[src/common/hlt_pkg.sv]
// Functional notes
// Mode 00000: count while run bit set.
// Period match returns count to zero next.
// Modes 00001/00010 halt on high/low input.
// Halts stretch PWM period and high time.
// Modes 00011/00100/00101: edge clears counter early.
// Early edge reset restarts PWM after two clocks.
// Modes 00110/00111: held reset at low/high level.
// Run bit clear: level reset ignored.
// Level reset acts and releases after two clocks; the code returns to counting at once on release, with no restart delay.
// Level mode: PWM stays high through reset.
// Mode 01000: period match clears run bit.
// Software one-shot: clearing run bit pauses counting.
// Software one-shot PWM starts with run bit.
// Modes 01001/01010/01011: edge starts one-shot.
// Edge one-shot halted needs new edge.
// Edge one-shot PWM on at edge, off at match.
// Modes 01100/01101: first edge starts, later edges reset.
// Edge-limit restart two clocks after reset edge.
// Edge-limit match clears run; edges then ignored.
// Edge-limit start and reset edges drive PWM.
// Run bit and input pass a synchroniser.
// Eight-bit counter, software access, resets to zero.
// Edges found from successive synchronised samples.
package hlt_pkg;
    localparam logic [31:0] ADDR_COUNT = 32'h0000_0000;
    localparam logic [31:0] ADDR_PERIOD = 32'h0000_0004;
    localparam logic [31:0] ADDR_WIDTH = 32'h0000_0008;
    localparam logic [31:0] ADDR_CTRL = 32'h0000_000C;
    localparam logic [31:0] ADDR_STATUS = 32'h0000_0010;
    localparam int CTRL_RUN_BIT = 0;
    localparam int CTRL_MODE_LSB = 8;
    localparam logic [7:0] COUNT_RESET = 8'h00;
    localparam logic [7:0] PERIOD_RESET = 8'hFF;
    localparam logic [7:0] WIDTH_RESET = 8'h00;
    localparam logic [4:0] MODE_RESET = 5'h00;
    localparam logic [1:0] RESTART_DELAY = 2'h2;

    typedef enum logic [4:0] {
        MODE_SW_GATE = 5'h00,
        MODE_GATE_HIGH_STOP = 5'h01,
        MODE_GATE_LOW_STOP = 5'h02,
        MODE_EDGE_RST_ANY = 5'h03,
        MODE_EDGE_RST_RISE = 5'h04,
        MODE_EDGE_RST_FALL = 5'h05,
        MODE_LEVEL_RST_LOW = 5'h06,
        MODE_LEVEL_RST_HIGH = 5'h07,
        MODE_ONESHOT_SW = 5'h08,
        MODE_ONESHOT_RISE = 5'h09,
        MODE_ONESHOT_FALL = 5'h0A,
        MODE_ONESHOT_ANY = 5'h0B,
        MODE_LIMIT_ONESHOT_RISE = 5'h0C,
        MODE_LIMIT_ONESHOT_FALL = 5'h0D
    } hlt_mode_e;

    typedef enum logic [2:0] {
        ST_IDLE = 3'b001,
        ST_RUN = 3'b010,
        ST_HOLD = 3'b100
    } hlt_state_e;

    typedef struct packed {
        logic [31:0] paddr;
        logic psel;
        logic penable;
        logic pwrite;
        logic [31:0] pwdata;
    } hlt_apb_req_s;
endpackage : hlt_pkg

[src/design/hlt_timer.sv]
// Chosen here: the register offsets and register access over APB.
`timescale 1ns/1ps
`default_nettype none
module hlt_timer (
    input wire logic core_clk,
    input wire logic srst,
    input wire hlt_pkg::hlt_apb_req_s apbReq,
    output logic [31:0] prdata,
    output logic pready,
    output logic pslverr,
    input wire logic extResetInput,
    output logic [7:0] countValue,
    output logic periodMatch,
    output logic pwmOut
);
    logic [7:0] count_q;
    logic [7:0] period_q;
    logic [7:0] width_q;
    logic [4:0] mode_q;
    logic run_q;
    logic runDelay_q;
    logic extPrev_q;
    logic pwm_q;
    logic [1:0] restart_q;
    logic [31:0] prdata_q;
    logic pready_q;
    logic pslverr_q;
    logic periodMatch_q;
    hlt_pkg::hlt_state_e state_q;
    hlt_pkg::hlt_state_e state_d;
    logic [7:0] count_d;
    logic run_d;
    logic pwm_d;
    logic [1:0] restart_d;
    logic extSync;

    // The external input is asynchronous, so it is filtered before any decision uses it.
    hlt_sync u_ext_sync (
        .core_clk(core_clk),
        .srst(srst),
        .asyncIn(extResetInput),
        .syncOut(extSync)
    );

    function automatic logic isMode(input logic [4:0] m, input logic [4:0] ref_m);
        isMode = (m == ref_m);
    endfunction : isMode

    // APB decode. Three-cycle access: setup, then access phase with one wait state before pready high.
    wire apbAccess = apbReq.psel && apbReq.penable;
    wire apbWrite = apbAccess && apbReq.pwrite && pready_q;
    wire hitCount = apbReq.paddr == hlt_pkg::ADDR_COUNT;
    wire hitPeriod = apbReq.paddr == hlt_pkg::ADDR_PERIOD;
    wire hitWidth = apbReq.paddr == hlt_pkg::ADDR_WIDTH;
    wire hitCtrl = apbReq.paddr == hlt_pkg::ADDR_CTRL;
    wire hitStatus = apbReq.paddr == hlt_pkg::ADDR_STATUS;
    wire hitAny = hitCount || hitPeriod || hitWidth || hitCtrl || hitStatus;
    wire wrCount = apbWrite && hitCount;
    wire wrCtrl = apbWrite && hitCtrl;
    wire [31:0] readMux = hitCount ? {24'h000000, count_q} :
        hitPeriod ? {24'h000000, period_q} :
        hitWidth ? {24'h000000, width_q} :
        hitCtrl ? {19'h00000, mode_q, 7'h00, run_q} :
        hitStatus ? {29'h00000000, pwm_q, extSync, periodMatch_q} : 32'h0000_0000;

    // Run bit applies two clocks after software writes it.
    wire runEff = runDelay_q;
    // The delayed copy lags a hardware clear, so a start also needs the live bit or a one-shot would retrigger.
    wire runStart = runEff && run_q;

    // Edges compare successive synchronised samples.
    wire riseEdge = extSync && !extPrev_q;
    wire fallEdge = !extSync && extPrev_q;
    wire anyEdge = riseEdge || fallEdge;
    wire atPeriod = count_q == period_q;
    wire atWidth = count_q == width_q;

    wire mGateSw = isMode(mode_q, hlt_pkg::MODE_SW_GATE);
    wire mGateHi = isMode(mode_q, hlt_pkg::MODE_GATE_HIGH_STOP);
    wire mGateLo = isMode(mode_q, hlt_pkg::MODE_GATE_LOW_STOP);
    wire mEdgeRst = isMode(mode_q, hlt_pkg::MODE_EDGE_RST_ANY) ||
        isMode(mode_q, hlt_pkg::MODE_EDGE_RST_RISE) || isMode(mode_q, hlt_pkg::MODE_EDGE_RST_FALL);
    wire mLevel = isMode(mode_q, hlt_pkg::MODE_LEVEL_RST_LOW) || isMode(mode_q, hlt_pkg::MODE_LEVEL_RST_HIGH);
    wire mOneSw = isMode(mode_q, hlt_pkg::MODE_ONESHOT_SW);
    wire mOneEdge = isMode(mode_q, hlt_pkg::MODE_ONESHOT_RISE) ||
        isMode(mode_q, hlt_pkg::MODE_ONESHOT_FALL) || isMode(mode_q, hlt_pkg::MODE_ONESHOT_ANY);
    wire mLimit = isMode(mode_q, hlt_pkg::MODE_LIMIT_ONESHOT_RISE) ||
        isMode(mode_q, hlt_pkg::MODE_LIMIT_ONESHOT_FALL);

    // Selected edge per mode.
    wire rstEdge = isMode(mode_q, hlt_pkg::MODE_EDGE_RST_ANY) ? anyEdge :
        isMode(mode_q, hlt_pkg::MODE_EDGE_RST_RISE) ? riseEdge : fallEdge;
    wire startEdge = isMode(mode_q, hlt_pkg::MODE_ONESHOT_RISE) ? riseEdge :
        isMode(mode_q, hlt_pkg::MODE_ONESHOT_FALL) ? fallEdge : anyEdge;
    wire limitEdge = isMode(mode_q, hlt_pkg::MODE_LIMIT_ONESHOT_RISE) ? riseEdge : fallEdge;

    // Level reset active level; ignored while the run bit is clear.
    wire levelActive = isMode(mode_q, hlt_pkg::MODE_LEVEL_RST_HIGH) ? extSync : !extSync;
    wire levelReset = mLevel && runEff && levelActive;

    // Hardware gate halts counting at the selected level.
    wire gateOpen = mGateHi ? !extSync : mGateLo ? extSync : 1'b1;

    // Gate, edge-reset, level-reset and software one-shot modes count straight from the run bit.
    wire freeRun = mGateSw || mGateHi || mGateLo || mEdgeRst || mLevel || mOneSw;
    wire oneShot = mOneSw || mOneEdge || mLimit;

    always_comb
    begin
        state_d = state_q;
        count_d = count_q;
        run_d = run_q;
        pwm_d = pwm_q;
        restart_d = restart_q;
        if (restart_q != 2'h0)
            restart_d = restart_q - 2'h1;
        case (state_q)
            hlt_pkg::ST_IDLE:
            begin
                // Waiting for a start condition; edge one-shot and edge-limit modes need a fresh edge here.
                if (runStart && freeRun && !levelReset)
                begin
                    state_d = hlt_pkg::ST_RUN;
                    pwm_d = 1'b1;
                end
                else if (runStart && mOneEdge && startEdge)
                begin
                    state_d = hlt_pkg::ST_RUN;
                    pwm_d = 1'b1;
                end
                else if (runStart && mLimit && limitEdge)
                begin
                    state_d = hlt_pkg::ST_RUN;
                    pwm_d = 1'b1;
                end
            end
            hlt_pkg::ST_RUN:
            begin
                if (!runEff)
                begin
                    // Pausing keeps pwm as is, so the drive is stretched by the pause.
                    state_d = (mOneEdge || mLimit) ? hlt_pkg::ST_IDLE : hlt_pkg::ST_HOLD;
                end
                else if (levelReset)
                begin
                    count_d = hlt_pkg::COUNT_RESET;
                    state_d = hlt_pkg::ST_HOLD;
                end
                else if (mEdgeRst && rstEdge)
                begin
                    count_d = hlt_pkg::COUNT_RESET;
                    restart_d = hlt_pkg::RESTART_DELAY;
                    state_d = hlt_pkg::ST_HOLD;
                end
                else if (mLimit && limitEdge)
                begin
                    count_d = hlt_pkg::COUNT_RESET;
                    restart_d = hlt_pkg::RESTART_DELAY;
                    pwm_d = 1'b1;
                    state_d = hlt_pkg::ST_HOLD;
                end
                else if (gateOpen)
                begin
                    if (atPeriod)
                    begin
                        count_d = hlt_pkg::COUNT_RESET;
                        if (oneShot)
                        begin
                            run_d = 1'b0;
                            pwm_d = 1'b0;
                            state_d = hlt_pkg::ST_IDLE;
                        end
                        else
                            pwm_d = 1'b1;
                    end
                    else
                    begin
                        count_d = count_q + 8'h01;
                        if (atWidth)
                            pwm_d = 1'b0;
                    end
                end
            end
            hlt_pkg::ST_HOLD:
            begin
                // Restart after a reset or pause; edge resets wait two clocks, level-reset release and pause restart at once.
                if (restart_q == 2'h0 && runEff && !levelReset && (mEdgeRst || mLimit))
                begin
                    state_d = hlt_pkg::ST_RUN;
                    pwm_d = 1'b1;
                end
                else if (mLevel && runEff && !levelReset)
                begin
                    state_d = hlt_pkg::ST_RUN;
                end
                else if ((freeRun && !mLevel && !mEdgeRst) && runEff)
                    state_d = hlt_pkg::ST_RUN;
                else if (!runEff && (mOneEdge || mLimit))
                    state_d = hlt_pkg::ST_IDLE;
            end
            default:
                state_d = hlt_pkg::ST_IDLE;
        endcase
        // A new mode starts from idle, so a paused state of the old mode cannot start it without its trigger.
        if (wrCtrl && apbReq.pwdata[hlt_pkg::CTRL_MODE_LSB +: 5] != mode_q)
            state_d = hlt_pkg::ST_IDLE;
        // Software writes take priority in the same cycle, except hardware clearing run wins.
        if (wrCount)
            count_d = apbReq.pwdata[7:0];
        if (wrCtrl)
            run_d = apbReq.pwdata[hlt_pkg::CTRL_RUN_BIT] && run_d;
        if (wrCtrl && !(run_q && !run_d))
            run_d = apbReq.pwdata[hlt_pkg::CTRL_RUN_BIT];
    end

    always_ff @(posedge core_clk)
    begin
        if (srst)
        begin
            count_q <= hlt_pkg::COUNT_RESET;
            period_q <= hlt_pkg::PERIOD_RESET;
            width_q <= hlt_pkg::WIDTH_RESET;
            mode_q <= hlt_pkg::MODE_RESET;
            run_q <= 1'b0;
            runDelay_q <= 1'b0;
            extPrev_q <= 1'b0;
            pwm_q <= 1'b0;
            restart_q <= 2'h0;
            state_q <= hlt_pkg::ST_IDLE;
            periodMatch_q <= 1'b0;
        end
        else
        begin
            count_q <= count_d;
            run_q <= run_d;
            runDelay_q <= run_q;
            extPrev_q <= extSync;
            pwm_q <= pwm_d;
            restart_q <= restart_d;
            state_q <= state_d;
            periodMatch_q <= state_q == hlt_pkg::ST_RUN && runEff && gateOpen && atPeriod;
            if (apbWrite && hitPeriod)
                period_q <= apbReq.pwdata[7:0];
            if (apbWrite && hitWidth)
                width_q <= apbReq.pwdata[7:0];
            if (wrCtrl)
                mode_q <= apbReq.pwdata[hlt_pkg::CTRL_MODE_LSB +: 5];
        end
    end

    // APB answer: pready rises in the access phase, one wait state.
    always_ff @(posedge core_clk)
    begin
        if (srst)
        begin
            pready_q <= 1'b0;
            prdata_q <= 32'h0000_0000;
            pslverr_q <= 1'b0;
        end
        else
        begin
            pready_q <= apbAccess && !pready_q;
            prdata_q <= (apbAccess && !pready_q && !apbReq.pwrite) ? readMux : 32'h0000_0000;
            pslverr_q <= apbAccess && !pready_q && !hitAny;
        end
    end

    assign prdata = prdata_q;
    assign pready = pready_q;
    assign pslverr = pslverr_q;
    assign countValue = count_q;
    assign periodMatch = periodMatch_q;
    assign pwmOut = pwm_q;
endmodule : hlt_timer
`default_nettype wire

[src/design/hlt_sync.sv]
`timescale 1ns/1ps
`default_nettype none
// Three-stage synchroniser; a change is taken once stages two and three agree.
module hlt_sync (
    input wire logic core_clk,
    input wire logic srst,
    input wire logic asyncIn,
    output logic syncOut
);
    logic [2:0] stage_q;

    always_ff @(posedge core_clk)
    begin
        if (srst)
            stage_q <= 3'h0;
        else
            stage_q <= {stage_q[1:0], asyncIn};
    end

    always_ff @(posedge core_clk)
    begin
        if (srst)
            syncOut <= 1'b0;
        else if (stage_q[1] == stage_q[2])
            syncOut <= stage_q[2];
    end
endmodule : hlt_sync
`default_nettype wire

[config.mk]
export PLATFORM = sky130hd
export DESIGN_NAME = hlt_timer
export DESIGN_NICKNAME = d
export VERILOG_FILES = /design/src/common/hlt_pkg.sv /design/src/design/hlt_timer.sv /design/src/design/hlt_sync.sv
export SDC_FILE = /design/constraint.sdc
export NUM_CORES = 1
export LEC_CHECK = 0
export BUFFER_PORTS_ARGS = -buffer_cell sky130_fd_sc_hd__buf_2
export CELL_PAD_IN_SITES_DETAIL_PLACEMENT = 1
export CELL_PAD_IN_SITES_GLOBAL_PLACEMENT = 1
export CORE_UTILIZATION = 40
export DETAILED_ROUTE_END_ITERATION = 12
export PLACE_DENSITY_LB_ADDON = 0.1
export SYNTH_ARGS = -nofsm -noshare
export SYNTH_HDL_FRONTEND = slang
export SYNTH_SLANG_ARGS = --single-unit
[constraint.sdc]
create_clock -name core_clk -period 6.28 [get_ports core_clk]
set_input_delay 1.884 -clock core_clk [delete_from_list [all_inputs] [get_ports core_clk]]
set_output_delay 1.884 -clock core_clk [all_outputs]
set_load 0.01 [all_outputs]
Word-level counts from Yosys, hierarchy flattened:

Index checks and enable logic that the tools add are counted.

* add/sub/neg operators: 2
* equal/unequal tests: 35
* mux-type cells: 66
* bitwise gates (word level): 1
* reduce and logical (&&, ||, !) cells: 84

Operators by type and width (count)
* 2-to-1 mux 8 bit: 11
* == test 32 x 4 -> 1 bit (second input constant): 2
* 2-to-1 mux 3 bit: 16
* logical AND 1 bit: 38
* == test 32 x 3 -> 1 bit (second input constant): 1
* == test 32 x 5 -> 1 bit (second input constant): 1
* zero test 32 bit: 1
* == test 5 x 4 -> 1 bit (second input constant): 6
* 2-to-1 mux 1 bit: 30
* == test 5 x 3 -> 1 bit (second input constant): 4
* logical OR 1 bit: 20
* != test 6 bit (second input constant): 3
* == test 8 bit: 2
* 2-to-1 mux 13 bit: 1
* 2-to-1 mux 2 bit: 6
* zero test 1 bit: 11
* == test 5 x 2 -> 1 bit (second input constant): 2
* case mux 3 bit (3 select lines): 1
* adder 8 x 1 -> 8 bit (second input constant): 1
* != test 2 bit (second input constant): 4
* != test 4 bit (second input constant): 2
* AND reduction 8 bit: 1
* nonzero test 2 bit: 3
* OR reduction 6 bit: 1
* other kinds (19): 20

* flip-flop bits (word level): 77
* input bits: 70
* output and inout port bits: 44
* logic and storage cells: 206

Logic depth before layout (Yosys ltp):

* depth after elaboration: 20
* gate-level depth with buffers: 8
* depth with buffers taken out: 8

Hierarchy:

A second synthesis with hierarchy kept.

* cell total of the unflattened synthesis: 396
* area, all modules: 3400.8 sq um

Modules (own cells, without submodules)
* hlt_timer: times used 1, cells each 386, area an instance 3288.2 sq um, sequential area each 1081.0 sq um
* hlt_sync: times used 1, cells each 10, area an instance 112.6 sq um, sequential area each 80.1 sq um

Least setup slack after synthesis:

OpenSTA, ideal clock, no wires.

* path type: input to register
* from: input apbReq[53] in the netlist's numbering
* to: register state_q[0]
* library setup time: 0.070 ns
* arrival: 3.424 ns
* data required time: 6.210 ns
* setup slack: 2.786 ns
* stages on the path: 7
* buffers on the path: 1
* cell sequence: nor4_2 > nand4_2 > or4_4 > buf_6 > o21ba_1 > o21ai_1 > o21bai_1

* longest elaborated chain between the ends: 4

RTL lines
* start, declared: line hlt_timer.sv:7 `input wire hlt_pkg::hlt_apb_req_s apbReq,`
* == test 32 x 4 -> 1 bit: line hlt_timer.sv:55 `wire hitCtrl = apbReq.paddr == hlt_pkg::ADDR_CTRL;`
* logical AND 1 bit: line hlt_timer.sv:59 `wire wrCtrl = apbWrite && hitCtrl;`
* logical AND 1 bit: line hlt_timer.sv:205 `if (wrCtrl && apbReq.pwdata[hlt_pkg::CTRL_MODE_LSB +: 5] != mode_q)`
* OR reduction 2 bit (no source line)
* end signal, assigned: line hlt_timer.sv:229 `state_q <= hlt_pkg::ST_IDLE;`
* end signal, assigned: line hlt_timer.sv:240 `state_q <= state_d;`
* end, declared: line hlt_timer.sv:29 `hlt_pkg::hlt_state_e state_q;`

Every way passes these cells.
A chain may end at the register's enable or synchronous reset.

Worst setup path after layout:

* from: input apbReq[63] in the netlist's numbering
* to: register width_q[0]

* longest elaborated chain between the ends: 2

RTL lines
* == test 32 x 4 -> 1 bit: line hlt_timer.sv:54 `wire hitWidth = apbReq.paddr == hlt_pkg::ADDR_WIDTH;`
* logical AND 1 bit: line hlt_timer.sv:244 `if (apbWrite && hitWidth)`
* end signal, assigned: line hlt_timer.sv:222 `width_q <= hlt_pkg::WIDTH_RESET;`
* end signal, assigned: line hlt_timer.sv:245 `width_q <= apbReq.pwdata[7:0];`
* end, declared: line hlt_timer.sv:18 `logic [7:0] width_q;`

Every way passes these cells.

==> flow_metrics.env <==
export IMPL_outcome="completed"
export IMPL_die_width_um=95.0
export IMPL_pwr_share_seq_pct=45.9
export IMPL_ir_worst_vdd_uv=99.0
export IMPL_post_cts_setup_buffer_count=0
export IMPL_p_total_mw=0.805
export IMPL_clock_power_share_pct=48.3
export IMPL_die_area_um2=9030
export IMPL_ys_types=61
export IMPL_cts_tree="yes"
export IMPL_hold_path_startpoint="u_ext_sync.stage_q[0]"
export IMPL_synthesis_instances=407
export IMPL_detailroute_via_count=3083
export IMPL_min_delay_path_class="register to register"
export IMPL_postSynthRegisterBits=58
export IMPL_fin_worst_hold_slack_ns=0.451
export IMPL_synth_top_area_share_pct=33.6
export IMPL_synth_seq_area_share_pct=33.6
export IMPL_combinationalPowerShare_pct=5.7
export IMPL_slew_viol_final=0
export IMPL_synth_edf_count=0
export IMPL_tightest_slew_ns=0.912
export IMPL_wire_length_of_the_first_global_routing_pass_um=16100
export IMPL_initial_core_utilization_pct=41.7
export IMPL_syn_mean_instance_area_um2=8.50
export IMPL_start_of_the_worst_register_to_register_path="u_ext_sync.syncOut"
export IMPL_ctsLongestPathBuffers=2
export IMPL_required_ns=6.47
export IMPL_finalWeightedCongestion=0.819
export IMPL_numPortBuffers=75
export IMPL_most_area_hungry_cell_type_in_the_yosys_netlist="dfxtp_1"
export IMPL_worstSetupStartpointType="input port"
export IMPL_final_hold_viol_count=0
export IMPL_fp_row_count=33
export IMPL_path_clk_slew_ns=0.06
export IMPL_cts_hold_buffers=0
export IMPL_grt_setup_unrepaired="no"
export IMPL_core_um2=8300
export IMPL_vias_in_the_first_global_route=3186
export IMPL_kind_of_critical_path="input port to register"
export IMPL_drt_first_iter_violations=89
export IMPL_clk_root_buffer_cell="clkbuf_8"
export IMPL_clkLatencyLatePin_ns=0.34
export IMPL_drt_pre_antenna_iters=4
export IMPL_synth_async_reset_ratio_pct=0
export IMPL_synth_warn=0
export IMPL_layout_drive_gt1_share_pct=22.5
export IMPL_clock_buffer_count_from_cts=9
export IMPL_slew_limit_headroom_pct=39.0
export IMPL_leakage_nw=1.58
export IMPL_die_h_um=95.0
export IMPL_globalRouteTotalUtil_pct=23.5
export IMPL_power_density_nw_per_um2=202
export IMPL_area_of_the_mapped_netlist_um2=3460
export IMPL_netlist_top_cells_area="dfxtp_1 34%, nor2_1 5.2%, xor2_1 5.1%, buf_4 4.3%, mux2i_1 4.3%"
export IMPL_util_after_layout_pct=47.9
export IMPL_grt_start_max_net_pins=43
export IMPL_post_route_period_util_pct=64.7
export IMPL_drv_max_cap_violation_count=0
export IMPL_power_switching_share_pct=22.9
export IMPL_critical_path_arrival_ns=4.26
export IMPL_dominantRegCellSynth="dfxtp_1"
export IMPL_critical_path_origin="apbReq[63]"
export IMPL_area_growth_syn_to_layout_pct=14.9
export IMPL_drt_drc_violations_left=0
export IMPL_grt_ovfl_total=0
export IMPL_ant_nets=0
export IMPL_maximum_clock_frequency_mhz=246
export IMPL_postCtsResizedCells=0
export IMPL_power_internal_mw=0.620
export IMPL_detail_route_wl_per_cell_um=17.3
export IMPL_clock_skew_ns=0.0110
export IMPL_setup_viol=0
export IMPL_finalCriticalPeriod_ns=4.06
export IMPL_layout_nets=535
export IMPL_post_dp_hpwl_um=7250
export IMPL_antenna_cells=0
export IMPL_worst_path_max_fanout=11
export IMPL_ctsHtreeMaxLevel=3
export IMPL_timing_reg2reg_setup_slack_ns=3.70
export IMPL_fin_setup_tns_ns=0
export IMPL_finalWirelength_um=9900
export IMPL_pin_count=114
export IMPL_grt_antenna_before_repair=0
export IMPL_cts_sinks=58
export IMPL_critPathCaptureType="register"
export IMPL_netSwitchingPower_mw=0.185
export IMPL_post_drt_via_cell_ratio=5.39
-- kinds of logic (layout without fill, tap and decap cells) --
family          after synthesis  in the layout  synth area share (%)
buf+inv                      60            102                  9.22
fa+ha+maj                     3              3                  1.08
xor+xnor                     29             29                  7.34
flops                        58             58                  33.6
simple gates                157            157                  26.6
compound gates               84             84                  17.8
other cells                   1             19                 0.108
mux                          15             15                  4.34
-- Yosys cell counts, types with 4 or more instances --
library cell / n
nor2b_1: 17
inv_1: 11
dfxtp_1: 58
nor3_1: 15
nand2b_1: 5
a22oi_1: 13
a211o_1: 9
clkbuf_1: 14
buf_1: 5
nand3_1: 14
xnor2_1: 9
xor2_1: 20
a211oi_1: 10
nand2_1: 17
buf_4: 20
mux2i_1: 15
nor2_1: 48
o211ai_1: 6
o21ai_0: 7
buf_2: 9
a21oi_1: 10
nor4_2: 6
nor4_1: 7
a22o_1: 4
-- power groups by stage --
stage / Combinational (mW) / Sequential [mW] / Clock (mW)
after floorplan: 0.0290 / 0.378 / 0
after global placement: 0.0444 / 0.378 / 0
after detailed placement: 0.0454 / 0.378 / 0
after CTS: 0.0459 / 0.370 / 0.397
after global routing: 0.0501 / 0.370 / 0.413
final: 0.0460 / 0.370 / 0.389
-- metal layers --
metal  vias up  routed length (um)  track usage (%)
li1       1532                   -                -
met1      1489                4500             28.6
met2        51                4960             41.6
met3        11                 261             3.43
met4         0                 177             8.84
met5         -                   0                0
-- through the flow --
step,instances,cell area [um^2],setup WS (ns)
after global placement,556,3760,1.84
after floorplan,425,3530,2.79
after global routing,572,3980,2.04
after CTS,572,3980,2.20
after detailed placement,556,3760,1.83
final,572,3980,2.22
-- critical path, cell delays in order --
cell and delay [ns]:
buf_2 0.09, nor4_1 0.28, nand3_1 0.31, nor2_1 0.66, and3b_1 0.68, mux2i_1 0.29
nor2_1 0.05
-- area by class of cell --
type / count / area, um^2
fillers: 1031 / 4320
clock inverters: 5 / 77.6
multi-input cells: 307 / 2050
repair buffers: 75 / 375
flip-flops and latches: 58 / 1160
clock buffers: 11 / 141
well taps: 105 / 131
inverters: 11 / 41.3
-- cells in the final DEF (no fill, tap or decap), drive strengths merged, types with 10 or more instances in the layout --
cell type,Yosys,layout
xor2,20,20
a211oi,10,10
nand2,17,17
inv,11,11
a22oi,13,13
nor3,16,16
buf,35,75
conb,1,19
a21oi,10,10
clkbuf,14,11
dfxtp,58,58
mux2i,15,15
nor4,13,13
nor2b,17,17
nand3,15,15
nor2,48,48
-- state kept, by name, summed over array words and instances (netlist names), 2 cells and up --
signal / cells
restart_q: 2
u_ext_sync.stage_q: 3
countValue: 8
period_q: 8
state_q: 3
prdata: 13
width_q: 8
mode_q: 5
-- path summary, 6_finish.rpt --
kind,end,cells past startpoint
setup reg to reg,countValue[7],8
setup / recovery,width_q[0],7
hold reg to reg,u_ext_sync.stage_q[1],1
hold / removal,u_ext_sync.stage_q[1],1
(Power assumes the default switching activity.)
